<file path="config.mk">
export PLATFORM = sky130hd
export DESIGN_NAME = tpc_pwm_pair
export DESIGN_NICKNAME = d
export VERILOG_FILES = /design/src/rtl/tpc_prescaler.v /design/src/rtl/tpc_pwm_pair.v
export VERILOG_INCLUDE_DIRS = /design/src /design/src/rtl
export SDC_FILE = /design/constraint.sdc
export NUM_CORES = 1
export LEC_CHECK = 0
export BUFFER_PORTS_ARGS = -buffer_cell sky130_fd_sc_hd__buf_2
export CAP_MARGIN = 25
export CORE_UTILIZATION = 49
export CTS_CLUSTER_SIZE = 16
export DETAILED_ROUTE_END_ITERATION = 16
export PLACE_DENSITY_LB_ADDON = 0.08
export SKIP_LAST_GASP = 1
export SYNTH_ARGS = -nofsm -noshare
export SYNTH_HDL_FRONTEND = slang
export SYNTH_HIERARCHICAL = 1
export SYNTH_SLANG_ARGS = --single-unit
export TNS_END_PERCENT = 100
</file>
<file path="constraint.sdc">
create_clock -name core_clk -period 1.71 [get_ports core_clk]
set_input_delay 0.4275 -clock core_clk [delete_from_list [all_inputs] [get_ports core_clk]]
set_output_delay 0.4275 -clock core_clk [all_outputs]
set_load 0.03 [all_outputs]
</file>
<file path="src/rtl/tpc_defines.vh">
// Constants for the two-channel PWM timer block
`ifndef TPC_DEFINES_VH
`define TPC_DEFINES_VH
// Prescale select codes
`define TPC_PS_EXT 3'h7
// Mode select pairs (link bit : unbuffered select bit)
`define TPC_MODE_UNBUF 2'h1
`define TPC_MODE_BUF 2'h2
// Edge/level select actions on compare
`define TPC_ELS_CLEAR 2'h2
`define TPC_ELS_SET 2'h3
`define TPC_ELS_TOGGLE 2'h1
// Reset values
`define TPC_PERIOD_RST 16'hFFFF
`define TPC_COUNT_RST 16'h0000
`define TPC_PS_RST 3'h0
// Prescaler width: divide up to 64
`define TPC_PRE_W 6
`endif

</file>
<file path="src/rtl/tpc_prescaler.v">
// Counter clock-enable source: bus clock prescaler or external count clock
`timescale 1ns/1ps
`include "tpc_defines.vh"
module tpc_prescaler
(
  // Clock and reset
  input wire core_clk,
  input wire nrst,
  // Control
  input wire clearPre,
  input wire run,
  input wire [2:0] prescaleSelect,
  input wire extCountClock,
  // Tick out
  output reg tick
);
  reg [`TPC_PRE_W-1:0] preCount; // Free divider
  reg extSync1; // External clock first stage
  reg extSync2; // Second stage
  reg extLast; // Edge detector history
  wire [`TPC_PRE_W-1:0] preMask; // Low bits that must be all ones
  // Mask picks the divide ratio 1..64
  assign preMask = (6'h1 << prescaleSelect) - 6'h1;

  // Divider and external-edge tick; halted while not running (stop/break/halt)
  always @(posedge core_clk or negedge nrst)
  begin
    if (!nrst)
    begin
      preCount <= 6'h00;
      extSync1 <= 1'b0;
      extSync2 <= 1'b0;
      extLast <= 1'b0;
      tick <= 1'b0;
    end
    else
    begin
      extSync1 <= extCountClock;
      extSync2 <= extSync1;
      extLast <= extSync2;
      if (clearPre)
      begin
        preCount <= 6'h00;
        tick <= 1'b0;
      end
      else if (!run)
        tick <= 1'b0;
      else if (prescaleSelect == `TPC_PS_EXT)
        // Rising edge of the pin counts once
        tick <= extSync2 & ~extLast;
      else
      begin
        preCount <= preCount + 6'h01;
        tick <= ((preCount & preMask) == preMask);
      end
    end
  end
endmodule

</file>
<file path="src/rtl/tpc_pwm_pair.v">
// Two-channel 16-bit PWM timer with linked buffered mode and flag logic
// Overview of operation
// - Unbuffered channel value applies immediately when written
// - Counter match with channel value raises compare
// - Overflow event when counter reaches period limit
// - Link bit pairs channels onto channel 0 pin
// - Buffered: last written pair takes over at overflow
// - Linked mode releases channel 1 pin to GPIO
// - Mode pair 0:1 unbuffered, 1:0 buffered
// - Edge/level 1:0 clears pin, 1:1 sets it
// - Overflow toggle clear means no toggle, 0% duty
// - Full duty plus overflow toggle gives 100% duty
// - Wrap flag sets; interrupt only when enabled
// - Channel flag on compare; interrupt when enabled
// - Wait mode counts on, blocks register access
// - Stop mode halts, keeps all state
// - Break state freezes the counter
// - Break with clear enable 0 protects flags
// - Break with clear enable 1 allows lasting clears
// - Prescale code 111 selects external count clock
// - Overflow toggle flips pin at period limit
// - Prescale codes 000-110 divide by 1 to 64
// - Counter restarts from zero after period match
`timescale 1ns/1ps
`include "tpc_defines.vh"
module tpc_pwm_pair
(
  // Clock and reset
  input wire core_clk,
  input wire nrst,
  // System modes
  input wire waitMode,
  input wire stopMode,
  input wire breakState,
  input wire breakClearEnable,
  // Count control
  input wire counterHaltBit,
  input wire counterClear,
  input wire [2:0] prescaleSelect,
  input wire extCountClock,
  input wire wrapIrqEnable,
  input wire periodWrite,
  input wire [15:0] periodData,
  // Channel control, index 0 and 1
  input wire [1:0] channelIrqEnable,
  input wire linkModeBit,
  input wire [1:0] unbufferedSelectBit,
  input wire [1:0] overflowToggleBit,
  input wire [1:0] fullDutyBit,
  input wire [3:0] edgeLevelSelect,
  input wire [1:0] valueWrite,
  input wire [31:0] valueData,
  // Flag clearing: status read arms, zero-write completes
  input wire wrapStatusRead,
  input wire wrapClearWrite,
  input wire [1:0] chanStatusRead,
  input wire [1:0] chanClearWrite,
  // Status
  output reg [15:0] countValue,
  output reg wrapFlag,
  output reg [1:0] channelEventFlag,
  output reg irqRequest,
  output reg bufferSelect,
  // Pins
  output reg channel0Pin,
  output reg channel1Pin,
  output reg channel1Timer
);
  reg [15:0] periodLimit; // Period limit pair
  reg [15:0] chanValue0; // Channel 0 value pair
  reg [15:0] chanValue1; // Channel 1 value pair
  reg pendBuf; // Buffered pair written last (0 or 1)
  reg wrapArmed; // First step of wrap clear done
  reg [1:0] chanArmed; // First step of channel clear done
  wire tick; // Counter advance enable
  wire run; // Counter is allowed to move
  wire regAccess; // CPU register access allowed
  wire flagClrOk; // Clears may act on flags
  wire atLimit; // Counter sits on the period limit
  wire wrapEvt; // Overflow event this tick
  wire [1:0] cmpEvt; // Compare events this tick
  wire [15:0] activeValue0; // Value steering channel 0 output

  // Halt, stop and break all freeze counting; wait does not
  assign run = ~counterHaltBit & ~stopMode & ~breakState;
  // No register access from the CPU while waiting
  assign regAccess = ~waitMode;
  // Break without clear enable blocks flag clears
  assign flagClrOk = regAccess & (~breakState | breakClearEnable);
  assign atLimit = (countValue == periodLimit);
  assign wrapEvt = tick & atLimit;
  // Buffered mode picks the active pair
  assign activeValue0 = (linkModeBit && bufferSelect) ? chanValue1 : chanValue0;
  // Compare on exact match
  assign cmpEvt[0] = tick & (countValue == activeValue0);
  assign cmpEvt[1] = tick & ~linkModeBit & (countValue == chanValue1);

  // Counter clock source
  tpc_prescaler uPre
  (
    .core_clk(core_clk),
    .nrst(nrst),
    .clearPre(counterClear & regAccess),
    .run(run),
    .prescaleSelect(prescaleSelect),
    .extCountClock(extCountClock),
    .tick(tick)
  );

  // Pin action on compare for one channel
  function cmpAction;
    input [1:0] els;
    input cur;
    begin
      case (els)
        `TPC_ELS_CLEAR: cmpAction = 1'b0;
        `TPC_ELS_SET: cmpAction = 1'b1;
        `TPC_ELS_TOGGLE: cmpAction = ~cur;
        default: cmpAction = cur;
      endcase
    end
  endfunction

  // Counter, period and channel value registers
  always @(posedge core_clk or negedge nrst)
  begin
    if (!nrst)
    begin
      countValue <= `TPC_COUNT_RST;
      periodLimit <= `TPC_PERIOD_RST;
      chanValue0 <= 16'h0000;
      chanValue1 <= 16'h0000;
    end
    else
    begin
      // Clear takes priority; a held counter still clears to zero
      if (counterClear && regAccess)
        countValue <= `TPC_COUNT_RST;
      else if (wrapEvt)
        countValue <= `TPC_COUNT_RST;
      else if (tick)
        countValue <= countValue + 16'h0001;
      if (periodWrite && regAccess)
        periodLimit <= periodData;
      // Writes land at once, no shadowing for unbuffered use
      if (valueWrite[0] && regAccess)
        chanValue0 <= valueData[15:0];
      if (valueWrite[1] && regAccess)
        chanValue1 <= valueData[31:16];
    end
  end

  // Buffered pair tracking: last written pair takes over at overflow
  always @(posedge core_clk or negedge nrst)
  begin
    if (!nrst)
    begin
      pendBuf <= 1'b0;
      bufferSelect <= 1'b0;
    end
    else if (!linkModeBit)
    begin
      // Leaving linked mode returns to channel 0 first
      pendBuf <= 1'b0;
      bufferSelect <= 1'b0;
    end
    else
    begin
      if (valueWrite[1] && regAccess)
        pendBuf <= 1'b1;
      else if (valueWrite[0] && regAccess)
        pendBuf <= 1'b0;
      if (wrapEvt)
        bufferSelect <= (valueWrite[1] && regAccess) ? 1'b1 :
                        (valueWrite[0] && regAccess) ? 1'b0 : pendBuf;
    end
  end

  // Channel pins: force first, then compare action, then overflow toggle
  always @(posedge core_clk or negedge nrst)
  begin
    if (!nrst)
    begin
      channel0Pin <= 1'b0;
      channel1Pin <= 1'b0;
      channel1Timer <= 1'b1;
    end
    else
    begin
      // Channel 1 pin belongs to the timer only when unlinked
      channel1Timer <= ~linkModeBit;
      // Full duty with toggle holds the pulse level; compare is ignored
      if (fullDutyBit[0] && overflowToggleBit[0])
        channel0Pin <= ~cmpAction(edgeLevelSelect[1:0], channel0Pin) | 
                       (edgeLevelSelect[1:0] == `TPC_ELS_TOGGLE);
      else if (cmpEvt[0] && (linkModeBit || unbufferedSelectBit[0]))
        channel0Pin <= cmpAction(edgeLevelSelect[1:0], channel0Pin);
      else if (wrapEvt && overflowToggleBit[0])
        channel0Pin <= ~channel0Pin;
      if (linkModeBit)
        channel1Pin <= 1'b0;
      else if (fullDutyBit[1] && overflowToggleBit[1])
        channel1Pin <= ~cmpAction(edgeLevelSelect[3:2], channel1Pin) |
                       (edgeLevelSelect[3:2] == `TPC_ELS_TOGGLE);
      else if (cmpEvt[1] && unbufferedSelectBit[1])
        channel1Pin <= cmpAction(edgeLevelSelect[3:2], channel1Pin);
      else if (wrapEvt && overflowToggleBit[1])
        channel1Pin <= ~channel1Pin;
    end
  end

  // Sticky flags with two-step clear; a new event always wins over the clear
  always @(posedge core_clk or negedge nrst)
  begin
    if (!nrst)
    begin
      wrapFlag <= 1'b0;
      wrapArmed <= 1'b0;
      channelEventFlag <= 2'h0;
      chanArmed <= 2'h0;
      irqRequest <= 1'b0;
    end
    else
    begin
      // Arming survives break so the second step can finish later
      if (wrapEvt)
      begin
        wrapFlag <= 1'b1;
        wrapArmed <= 1'b0;
      end
      else if (wrapClearWrite && wrapArmed && flagClrOk)
      begin
        wrapFlag <= 1'b0;
        wrapArmed <= 1'b0;
      end
      else if (wrapStatusRead && wrapFlag && regAccess)
        wrapArmed <= 1'b1;
      if (cmpEvt[0] || (cmpEvt[1] && !linkModeBit))
        chanArmed <= chanArmed & ~cmpEvt;
      else
        chanArmed <= chanArmed;
      channelEventFlag <= channelEventFlag | cmpEvt;
      if (!cmpEvt[0] && chanClearWrite[0] && chanArmed[0] && flagClrOk)
      begin
        channelEventFlag[0] <= 1'b0;
        chanArmed[0] <= 1'b0;
      end
      else if (!cmpEvt[0] && chanStatusRead[0] && channelEventFlag[0] && regAccess)
        chanArmed[0] <= 1'b1;
      if (!cmpEvt[1] && chanClearWrite[1] && chanArmed[1] && flagClrOk)
      begin
        channelEventFlag[1] <= 1'b0;
        chanArmed[1] <= 1'b0;
      end
      else if (!cmpEvt[1] && chanStatusRead[1] && channelEventFlag[1] && regAccess)
        chanArmed[1] <= 1'b1;
      // Interrupt only where enabled; also wakes from wait
      irqRequest <= (wrapFlag & wrapIrqEnable) |
                    (channelEventFlag[0] & channelIrqEnable[0]) |
                    (channelEventFlag[1] & channelIrqEnable[1] & ~linkModeBit);
    end
  end
endmodule

</file>
-- Word level (Yosys, flattened, before mapping)
Index checks and enable logic that the tools add are counted.
- $add $sub $neg: 3
- eq/ne operators: 13
- shift operators: 1
- mux-type cells: 39
- bitwise gates (word level): 32
- reduce and logical (&&, ||, !) cells: 42
- operators by type and width (operator ; count):
    16-bit two-way mux ; 4
    16-bit equality test ; 3
    1-bit two-way mux ; 29
    1-bit logical AND ; 28
    6-bit two-way mux ; 3
    16-bit by 1-bit adder with 16-bit output, second input constant ; 1
    3-bit nonzero test ; 5
    1-bit bitwise AND ; 13
    1-bit NOT ; 10
    2-bit equality test, second input constant ; 4
    6-bit by 1-bit adder with 6-bit output, second input constant ; 1
    6-bit bitwise AND ; 1
    6-bit equality test ; 1
    1-bit case mux with 3 select lines ; 2
    1-bit by 3-bit << shifter with 6-bit output, first input constant ; 1
    6-bit by 1-bit subtractor with 6-bit output, second input constant ; 1
    1-bit OR ; 5
    2-bit by 1-bit equality test with 1-bit output, second input constant ; 2
    2-bit by 1-bit != test with 1-bit output, second input constant ; 2
    2-bit nonzero test ; 2
    4-bit nonzero test ; 1
    3-bit equality test, second input constant ; 1
    1-bit zero test ; 3
    2-bit bitwise AND ; 1
    5 further kinds ; 6
- register bits after elaboration: 86
- input port bits: 83
- output and inout bits: 24
- logic and storage cells: 150

-- Depth between registers and ports, before layout
Gate-level depths: netlist of the first run.
- depth after elaboration: 10
- mapped depth: 9
- depth with buffers taken out: 7

-- Cells and area by module
The synthesis of the first run kept the hierarchy.
- by module, submodules not included (module ; times used ; cells an instance ; area each (µm²) ; seq. area each (µm²)):
    tpc_pwm_pair ; 1 ; 405 ; 4205.3 ; 1923.1
    tpc_prescaler ; 1 ; 45 ; 488.0 ; 250.2

-- Worst setup path after synthesis of the first run
Ideal clock, no wire load.
- path type: register -> register
- start: register countValue[14]
- end: register countValue[14]
- setup time: 118 ps
- arrival: 1889 ps
- required time: 1592 ps
- slack: -297 ps
- stages on the path, launching flop included: 9
- path buffers: 1
- period minus slack after synthesis: 2007 ps
- cell sequence: dfrtp_1 > buf_2 > xor2_1 > nor4_1 > nand3_1 > nor4_4 > or2_2 > o22ai_1 > a21o_1
- word-level cells in the longest chain between the ends: 4
- elaborated cells on any way between the ends: 7
- those cells by class: 1 x add/sub; 1 x eq/ne; 3 x mux; 1 x bitwise; 1 x reduce/logical
- RTL lines (item ; line ; text):
    start: declaration ; tpc_pwm_pair.v:59 ; output reg [15:0] countValue,
    start signal: assignment ; tpc_pwm_pair.v:129 ; countValue <= `TPC_COUNT_RST;
    start signal: assignment ; tpc_pwm_pair.v:138 ; countValue <= `TPC_COUNT_RST;
    start signal: assignment ; tpc_pwm_pair.v:140 ; countValue <= `TPC_COUNT_RST;
    16-bit by 1-bit adder with 16-bit output / 16-bit equality test (equally long branches) ; tpc_pwm_pair.v:142, tpc_pwm_pair.v:90 ;
    16-bit two-way mux / 1-bit bitwise AND (equally long branches) ; tpc_pwm_pair.v:141, tpc_pwm_pair.v:91 ;
    16-bit two-way mux ; tpc_pwm_pair.v:139 ; else if (wrapEvt)
    16-bit two-way mux ; tpc_pwm_pair.v:137 ; if (counterClear && regAccess)
Parallel ways exist; a longest one is shown, timed or not. The select of a mux whose other input is x is not followed.
A chain may end at the register's enable or synchronous reset.

-- Worst setup path in the final report of the first run
- start: register periodLimit[11]
- end: register countValue[14]
- word-level cells in the longest chain between the ends: 4
- elaborated cells on any way between the ends: 5
- those cells by class: 1 x eq/ne; 2 x mux; 1 x bitwise; 1 x reduce/logical
- RTL lines (item ; line ; text):
    start: declaration ; tpc_pwm_pair.v:69 ; reg [15:0] periodLimit;
    start signal: assignment ; tpc_pwm_pair.v:130 ; periodLimit <= `TPC_PERIOD_RST;
    start signal: assignment ; tpc_pwm_pair.v:144 ; periodLimit <= periodData;
    16-bit equality test * ; tpc_pwm_pair.v:90 ; assign atLimit = (countValue == periodLimit);
    1-bit bitwise AND * ; tpc_pwm_pair.v:91 ; assign wrapEvt = tick & atLimit;
    16-bit two-way mux ; tpc_pwm_pair.v:139 ;
    16-bit two-way mux ; tpc_pwm_pair.v:137 ;
    end signal: assignment ; tpc_pwm_pair.v:138 ;
    end signal: assignment ; tpc_pwm_pair.v:140 ;
    end signal: assignment ; tpc_pwm_pair.v:142 ; countValue <= countValue + 16'h0001;
Every way passes the cells marked *; elsewhere a longest branch is shown, timed or not.

==> results.tsv, run 1 <==
stage	metric	value	unit
drt	drc	0	
global_route	grt_first_pass_wirelength	19200	um
clock_network	cts_made_buffers	9	
synthesis	synthFlopType	dfrtp_1	
clock_network	clock_latency	0.35	ns
clock_network	clock_sinks	86	
hold_path	hp-class	in -> async	
pwr	p_total	4.73	mW
synthesis	synthTopCellsByArea	dfrtp_1 37%, mux2_2 11%, dfstp_2 9.5%	
setup_path	path_class	reg -> reg	
timing	finalSetupTns	-6.18	ns
synthesis	synth_edf_count	0	
die	ios	107	
timing	rsz0062_at_grt	yes	
pwr	p_per_area	749	nW/um^2
setup_path	critPathBufInv	2	
clock_network	clockBufferDepth	2	
job	cap_violations	0	
timing	worstMarginPinSlew	0.491	ns
clock_network	ctsHoldBuffers	0	
drt	viasPerCell	5.30	
setup_path	cpLargestDelayFamily	simple AND/OR/NAND/NOR gates	
die	coreArea	9240	um^2
timing	slew_violations	0	
global_route	first_global_vias	3979	
synthesis	ys_seq_area_frac	0.463	
clock_network	clockRootBuffer	clkbuf_8	
drt	drt_first_pass_iters	4	
synthesis	async_reset_ff_frac	1.00	
synthesis	synth_top_area_share	0.368	
die	rows	35	
synthesis	synth_area_leader_cell	dfrtp_1	
drt	wl_met3	524	um
synthesis	synth_nets	535	
finish	final_nets	687	
die	die_w	99.9	um
die	die_area	9970	um^2
finish	area_growth	34.7	%
synthesis	syn_area	4690	um^2
timing	finalSetupViolCount	24	
drt	route.met2.wl	5850	um
die	start_util	0.508	
setup_path	required	1.96	ns
finish	num_antenna_cells	0	
global_route	grt_max_degree	87	
setup_path	r2r-end	countValue[14]	
timing	maxSlewHeadroom	0.673	
setup_path	ff2ff_path_depth	9	
global_route	antenna_found_initial	0	
timing	period_share	1.20	
global_route	overflow	0	
synthesis	ys_warn_count	6	
timing	fmax	487	MHz
drt	via_count	3899	
placed_design	port_buffers	106	
placed_design	hpwl	8640	um
clock_network	clk_pin_slew_worst_paths	0.09	ns
setup_path	worst-path-stages	9	
synthesis	ys_ff_latch	86	
setup_path	timing.rr.start	periodLimit[11]	
timing	finalCriticalPeriod	2.05	ns
outcome	violations	setup timing	
synthesis	ys_types	59	
pwr	power.leakage	2.87	nW
clock_network	cts_tree	yes	
timing	hold_violations	0	
drt	drtIter0Drc	214	
synthesis	synth.most_common_cell	dfrtp_1	
timing	finalClockSkew	0.00750	ns
global_route	track_usage	0.248	
setup_path	worst-path-max-fanout	5	
setup_path	crit_path_end_kind	register	
finish	drive_above_1_share	0.501	
setup_path	cp-endpoint	countValue[14]	
clock_network	htree_levels	3	
timing	worst_slack	-0.343	ns
setup_path	crit_start	periodLimit[11]	
pwr	ir_worst_vdd	0.000451	V
synthesis	syn_area_per_cell	10.4	um^2
drt	drt_wl_total	11700	um
setup_path	critPathLaunchType	register	
setup_path	crit_path_top_delay_cell	dfstp_2	
placed_design	place.gp.congestion	0.823	
drt	wl_per_cell	15.9	um
setup_path	worstPathArrival	2.30	ns
die	die_h	99.9	um
setup_path	cp_cell_sequence	xor2_2 > nor4_2 > nand3_1 > nor4_4 > buf_4 > buf_12 > or2_4 > o22ai_1 > a21o_1	
outcome	outcome	complete, but fails checks	
synthesis	syn_inst	450	
drt	top_layer	met4	
drt	ant_nets	0	
setup_path	r2r_setup_slack	-0.34	ns
synthesis	synthTopCellsByCount	69 x dfrtp_1, 47 x mux2_2, 36 x nand2_1, 34 x nor2_1, 32 x xor2_1	
drt	wl_met1	5170	um
setup_path	cp_slowest_stage_delay	0.56	ns
## cells in the final DEF, fill, tap and decap left out, types with 4 or more instances in the layout
master / n
a21oi_1: 15
buf_12: 7
buf_2: 102
buf_4: 51
buf_6: 7
clkbuf_16: 4
clkbuf_8: 11
dfrtp_1: 56
dfrtp_2: 13
dfstp_2: 17
inv_1: 8
mux2_2: 47
mux2i_1: 7
nand2_1: 35
nand2b_1: 6
nand3_1: 20
nand4_1: 11
nor2_1: 24
nor2_4: 7
nor2b_1: 7
nor3_1: 9
o21ai_0: 10
xnor2_1: 15
xnor2_2: 7
xor2_1: 29
## repair_timing
| item | in CTS | in global routing |
|---|---|---|
| setup buffers | 9 | 4 |
| endpoints found under the setup margin | 26 | 28 |
| resized for setup | 8 | 43 |
| cloned | 0 | 2 |
| pin swaps | 9 | 18 |
## routing by layer
layer,vias up,GRT usage
li1,1881,-
met1,1895,0.326
met2,112,0.427
met3,11,0.0390
met4,0,0.0713
met5,-,0
## cells by family after synthesis
family          Yosys count  share of synthesized area
compound gates           58                     0.0781
xor+xnor                 55                      0.103
fa+ha+maj                 2                    0.00533
buf+inv                  37                     0.0413
flops                    86                      0.463
mux                      54                      0.128
simple gates            158                      0.182
## state kept, by name (all words and copies together), names as in the netlist
signal            cells
uPre/extSync1         1
uPre/preCount         6
chanValue1           16
chanArmed             2
wrapFlag              1
channelEventFlag      2
wrapArmed             1
channel1Timer         1
channel1Pin           1
uPre/extSync2         1
irqRequest            1
periodLimit          16
channel0Pin           1
chanValue0           16
countValue           16
uPre/tick             1
pendBuf               1
uPre/extLast          1
bufferSelect          1
## cell type report
cell class	count	area (um^2)
Fill cell	749	2920
Timing Repair Buffer	170	1180
Multi-Input combinational cell	327	2540
Tap cell	129	161
Sequential cell	86	2190
Clock inverter	1	7.51
Clock buffer	15	209
Inverter	8	30.0
## through the flow
step            util  worst slack (ns)  hold slack, ns  instance area, um^2  cells
6_report       0.684            -0.343          0.0667                 6320    736
2_1_floorplan      -            -0.289           0.132                 4810    450
3_3_place_gp   0.624            -0.385           0.334                 5760    709
5_1_grt        0.684            -0.509           0.134                 6320    736
3_5_place_dp   0.624            -0.411           0.360                 5760    709
4_1_cts        0.658            -0.342           0.118                 6080    732
## worst min path at each step
stage	from	end	slack, ns	cells after the start
after global placement	uPre/extSync1	uPre/extSync2	0.33	0
after global routing	nrst	uPre/tick	0.13	2
after floorplan	nrst	bufferSelect	0.13	0
after detailed placement	uPre/extSync1	uPre/extSync2	0.36	0
after CTS	nrst	wrapFlag	0.12	2
final	nrst	wrapFlag	0.07	2
## where the power goes
part	internal [mW]	leakage [nW]	total, mW	switching, mW
Clock	0.787	0.106	1.50	0.714
Combinational	0.448	1.73	0.799	0.351
Sequential	2.26	1.04	2.43	0.172
Total	3.50	2.87	4.73	1.24
No activity file was read; power rests on OpenSTA's default activity.
==> run 2, diff against run 1 <==
--- a/config.mk
+++ b/config.mk
@@ -6,9 +6,11 @@
 export SDC_FILE = /design/constraint.sdc
 export NUM_CORES = 1
 export LEC_CHECK = 0
+export ABC_AREA = 1
 export BUFFER_PORTS_ARGS = -buffer_cell sky130_fd_sc_hd__buf_2
 export CAP_MARGIN = 25
-export CORE_UTILIZATION = 49
+export CORE_MARGIN = 2
+export CORE_UTILIZATION = 50
 export CTS_CLUSTER_SIZE = 16
 export DETAILED_ROUTE_END_ITERATION = 16
 export PLACE_DENSITY_LB_ADDON = 0.08
==> run 2 against run 1 <==
The run still ends with setup timing left. Clock power rose by 3%. Critical path depth rose by 2. Sequential power rose by 2%. Non-clock buffer count rose by 26. Count of clock-buffer cells in the layout fell by 5.
==> results.tsv, run 2 <==
stage	metric	value	unit	change
setup_path	cp_cell_sequence	buf_4 > nor2_2 > inv_1 > nand2_1 > nor2_1 > nand2_1 > nor2_1 > nand2_1 > nor2_2 > a21oi_1 > nor2_1		
global_route	grt_first_pass_wirelength	24100	um	+26%
synthesis	synth_edf_count	0		unchanged
synthesis	ys_seq_area_frac	0.436		-0.0271
die	die_h	104	um	+4.0%
finish	final_nets	965		+40%
global_route	grt_max_degree	32		-63%
timing	maxSlewHeadroom	0.675		+0.00266
synthesis	syn_area_per_cell	7.26	um^2	-30%
timing	rsz0062_at_grt	yes		
clock_network	htree_levels	3		unchanged
outcome	outcome	complete, but fails checks		
clock_network	clock_sinks	86		unchanged
pwr	ir_worst_vdd	0.000691	V	+53%
clock_network	cts_tree	yes		
outcome	violations	setup timing		
synthesis	synth_nets	772		+44%
drt	drt_first_pass_iters	4		unchanged
setup_path	worst-path-max-fanout	5		unchanged
drt	drt_wl_total	15100	um	+29%
setup_path	required	2.04	ns	+0.08 ns
synthesis	synthFlopType	dfrtp_1		
synthesis	synth_top_area_share	0.346		-0.0215
timing	period_share	1.06		-0.141
synthesis	syn_area	4980	um^2	+6.2%
clock_network	clockRootBuffer	clkbuf_8		
drt	wl_per_cell	14.8	um	-6.5%
finish	finalInstanceArea	6940	um^2	+9.9%
placed_design	pre_cts_ws	-0.271	ns	+0.140 ns
timing	fmax	552	MHz	+13%
finish	final_common_cell	nand2_1		
finish	fill_cells	817		+9.1%
placed_design	port_buffers	106		unchanged
setup_path	worstPathArrival	2.14	ns	-0.16 ns
placed_design	dp.cells	990		+40%
drt	drc	0		unchanged
drt	ant_nets	0		unchanged
clock_network	clockBufferDepth	2		unchanged
timing	worstMarginPinSlew	0.486	ns	-0.00517 ns
finish	area_growth	39.3	%	
finish	drive_above_1_share	0.388		-0.113
finish	num_antenna_cells	0		unchanged
placed_design	place_area	6280	um^2	+9.0%
die	rows	36		+2.9%
clock_network	cts_made_buffers	9		unchanged
global_route	overflow	0		unchanged
timing	slew_violations	0		unchanged
synthesis	async_reset_ff_frac	1.00		unchanged
job	cap_violations	0		unchanged
timing	finalSetupTns	-0.287	ns	+5.90 ns
synthesis	synth_area_leader_cell	dfrtp_1		
setup_path	critPathLaunchType	register		
hold_path	hp-class	in -> reg		
synthesis	ys_warn_count	6		unchanged
global_route	antenna_found_initial	0		unchanged
drt	via_count	5300		+36%
die	die_area	10800	um^2	+8.1%
clock_network	clock_latency	0.39	ns	+0.04 ns
timing	hold_ws	0.145	ns	+0.0784 ns
setup_path	crit_path_end_kind	register		
pwr	p_total	5.20	mW	+9.7%
synthesis	synthTopCellsByCount	196 x nand2_1, 97 x nor2_1, 82 x inv_1, 69 x dfrtp_1, 51 x a21oi_1		
synthesis	synth.most_common_cell	nand2_1		
pwr	p_per_area	748	nW/um^2	-0.10%
timing	finalCriticalPeriod	1.81	ns	-0.241 ns
timing	finalClockSkew	0.0132	ns	+0.00568 ns
global_route	first_global_vias	5133		+29%
finish	final_cells	1018		+38%
synthesis	ys_types	38		-36%
placed_design	place.gp.congestion	0.904		+9.9%
synthesis	ys_ff_latch	86		unchanged
finish	layout_common_cells	185 x nand2_1, 105 x buf_2, 82 x nor2_1		
die	start_util	0.512		+0.00442
drt	drtIter0Drc	313		+46%
die	coreArea	9730	um^2	+5.3%
setup_path	crit_path_top_delay_cell	dfrtp_1		
setup_path	path_class	reg -> reg		
pwr	power.leakage	3.58	nW	+25%
global_route	track_usage	0.281		+0.0328
finish	utilization	0.714		+0.0297
timing	hold_violations	0		unchanged
timing	finalSetupViolCount	5		-79%
synthesis	synthTopCellsByArea	dfrtp_1 35%, nand2_1 15%, dfstp_2 9.0%		
die	ios	107		unchanged
clock_network	clk_pin_slew_worst_paths	0.10	ns	about the same
setup_path	cp_slowest_stage_delay	0.37	ns	-0.19 ns
die	die_w	104	um	+4.0%
drt	viasPerCell	5.21		-1.7%
placed_design	hpwl	11300	um	+31%
synthesis	syn_inst	687		+53%
timing	worst_slack	-0.103	ns	+0.241 ns
-- run 2: logic make-up (layout without fill, tap and decap cells) --
group / Yosys count / count (layout) / synth area share
adders and majority gates: 2 / 2 / 0.00502
muxes: 19 / 19 / 0.0429
AOI/OAI and AO/OA: 85 / 85 / 0.0921
buffers and inverters: 103 / 299 / 0.0826
and+or+nand+nor: 379 / 381 / 0.319
DFF: 86 / 86 / 0.436
xor gates and xnor gates: 13 / 13 / 0.0228
-- run 2: critical path: cells and delay by family (launching register included) --
family,cells,cell delay [ns]
AOI/OAI and AO/OA,1,0.09
DFF,1,0.37
buffers and inverters,2,0.26
and+or+nand+nor,8,1.05
-- run 2: metal layers --
layer	vias up	share of wire	track usage
met5	-	0	0
met4	0	0.035	0.113
met3	53	0.067	0.0730
met2	194	0.49	0.462
met1	2467	0.41	0.354
li1	2586	-	-
-- run 2: path summary, 6_finish.rpt --
path / from / endpoint / depth (start not counted) / slack [ns]
hold / removal: extCountClock / uPre/extSync1 / 1 / 0.15
max in group asynchronous: nrst / periodLimit[4] / 3 / 0.62
min in group asynchronous: nrst / chanValue1[14] / 2 / 0.51
setup / recovery: uPre/tick / countValue[10] / 11 / -0.10
hold reg to reg: uPre/extSync1 / uPre/extSync2 / 0 / 0.36
setup reg to reg: uPre/tick / countValue[10] / 11 / -0.10
-- run 2: cell type report --
type,count,area [um^2],area share
clock buffers,10,138,0.0198
well taps,133,166,0.0240
multi-input cells,500,2740,0.394
inverters,87,337,0.0485
flip-flops and latches,86,2190,0.316
clock inverters,6,68.8,0.00991
repair buffers,196,1310,0.188
-- run 2: power breakdown --
part | switching, mW | internal, mW
clock | 0.818 | 0.728
sequential | 0.185 | 2.29
combinational | 0.652 | 0.525
-- run 2: what timing repair did --
action,4_1_cts,5_1_grt
setup buffers,1,8
pin swaps,6,23
cloned,3,0
hold buffers,1,0
resized for setup,18,82
endpoints found under the setup margin,14,25
endpoints found under the hold margin,12,0
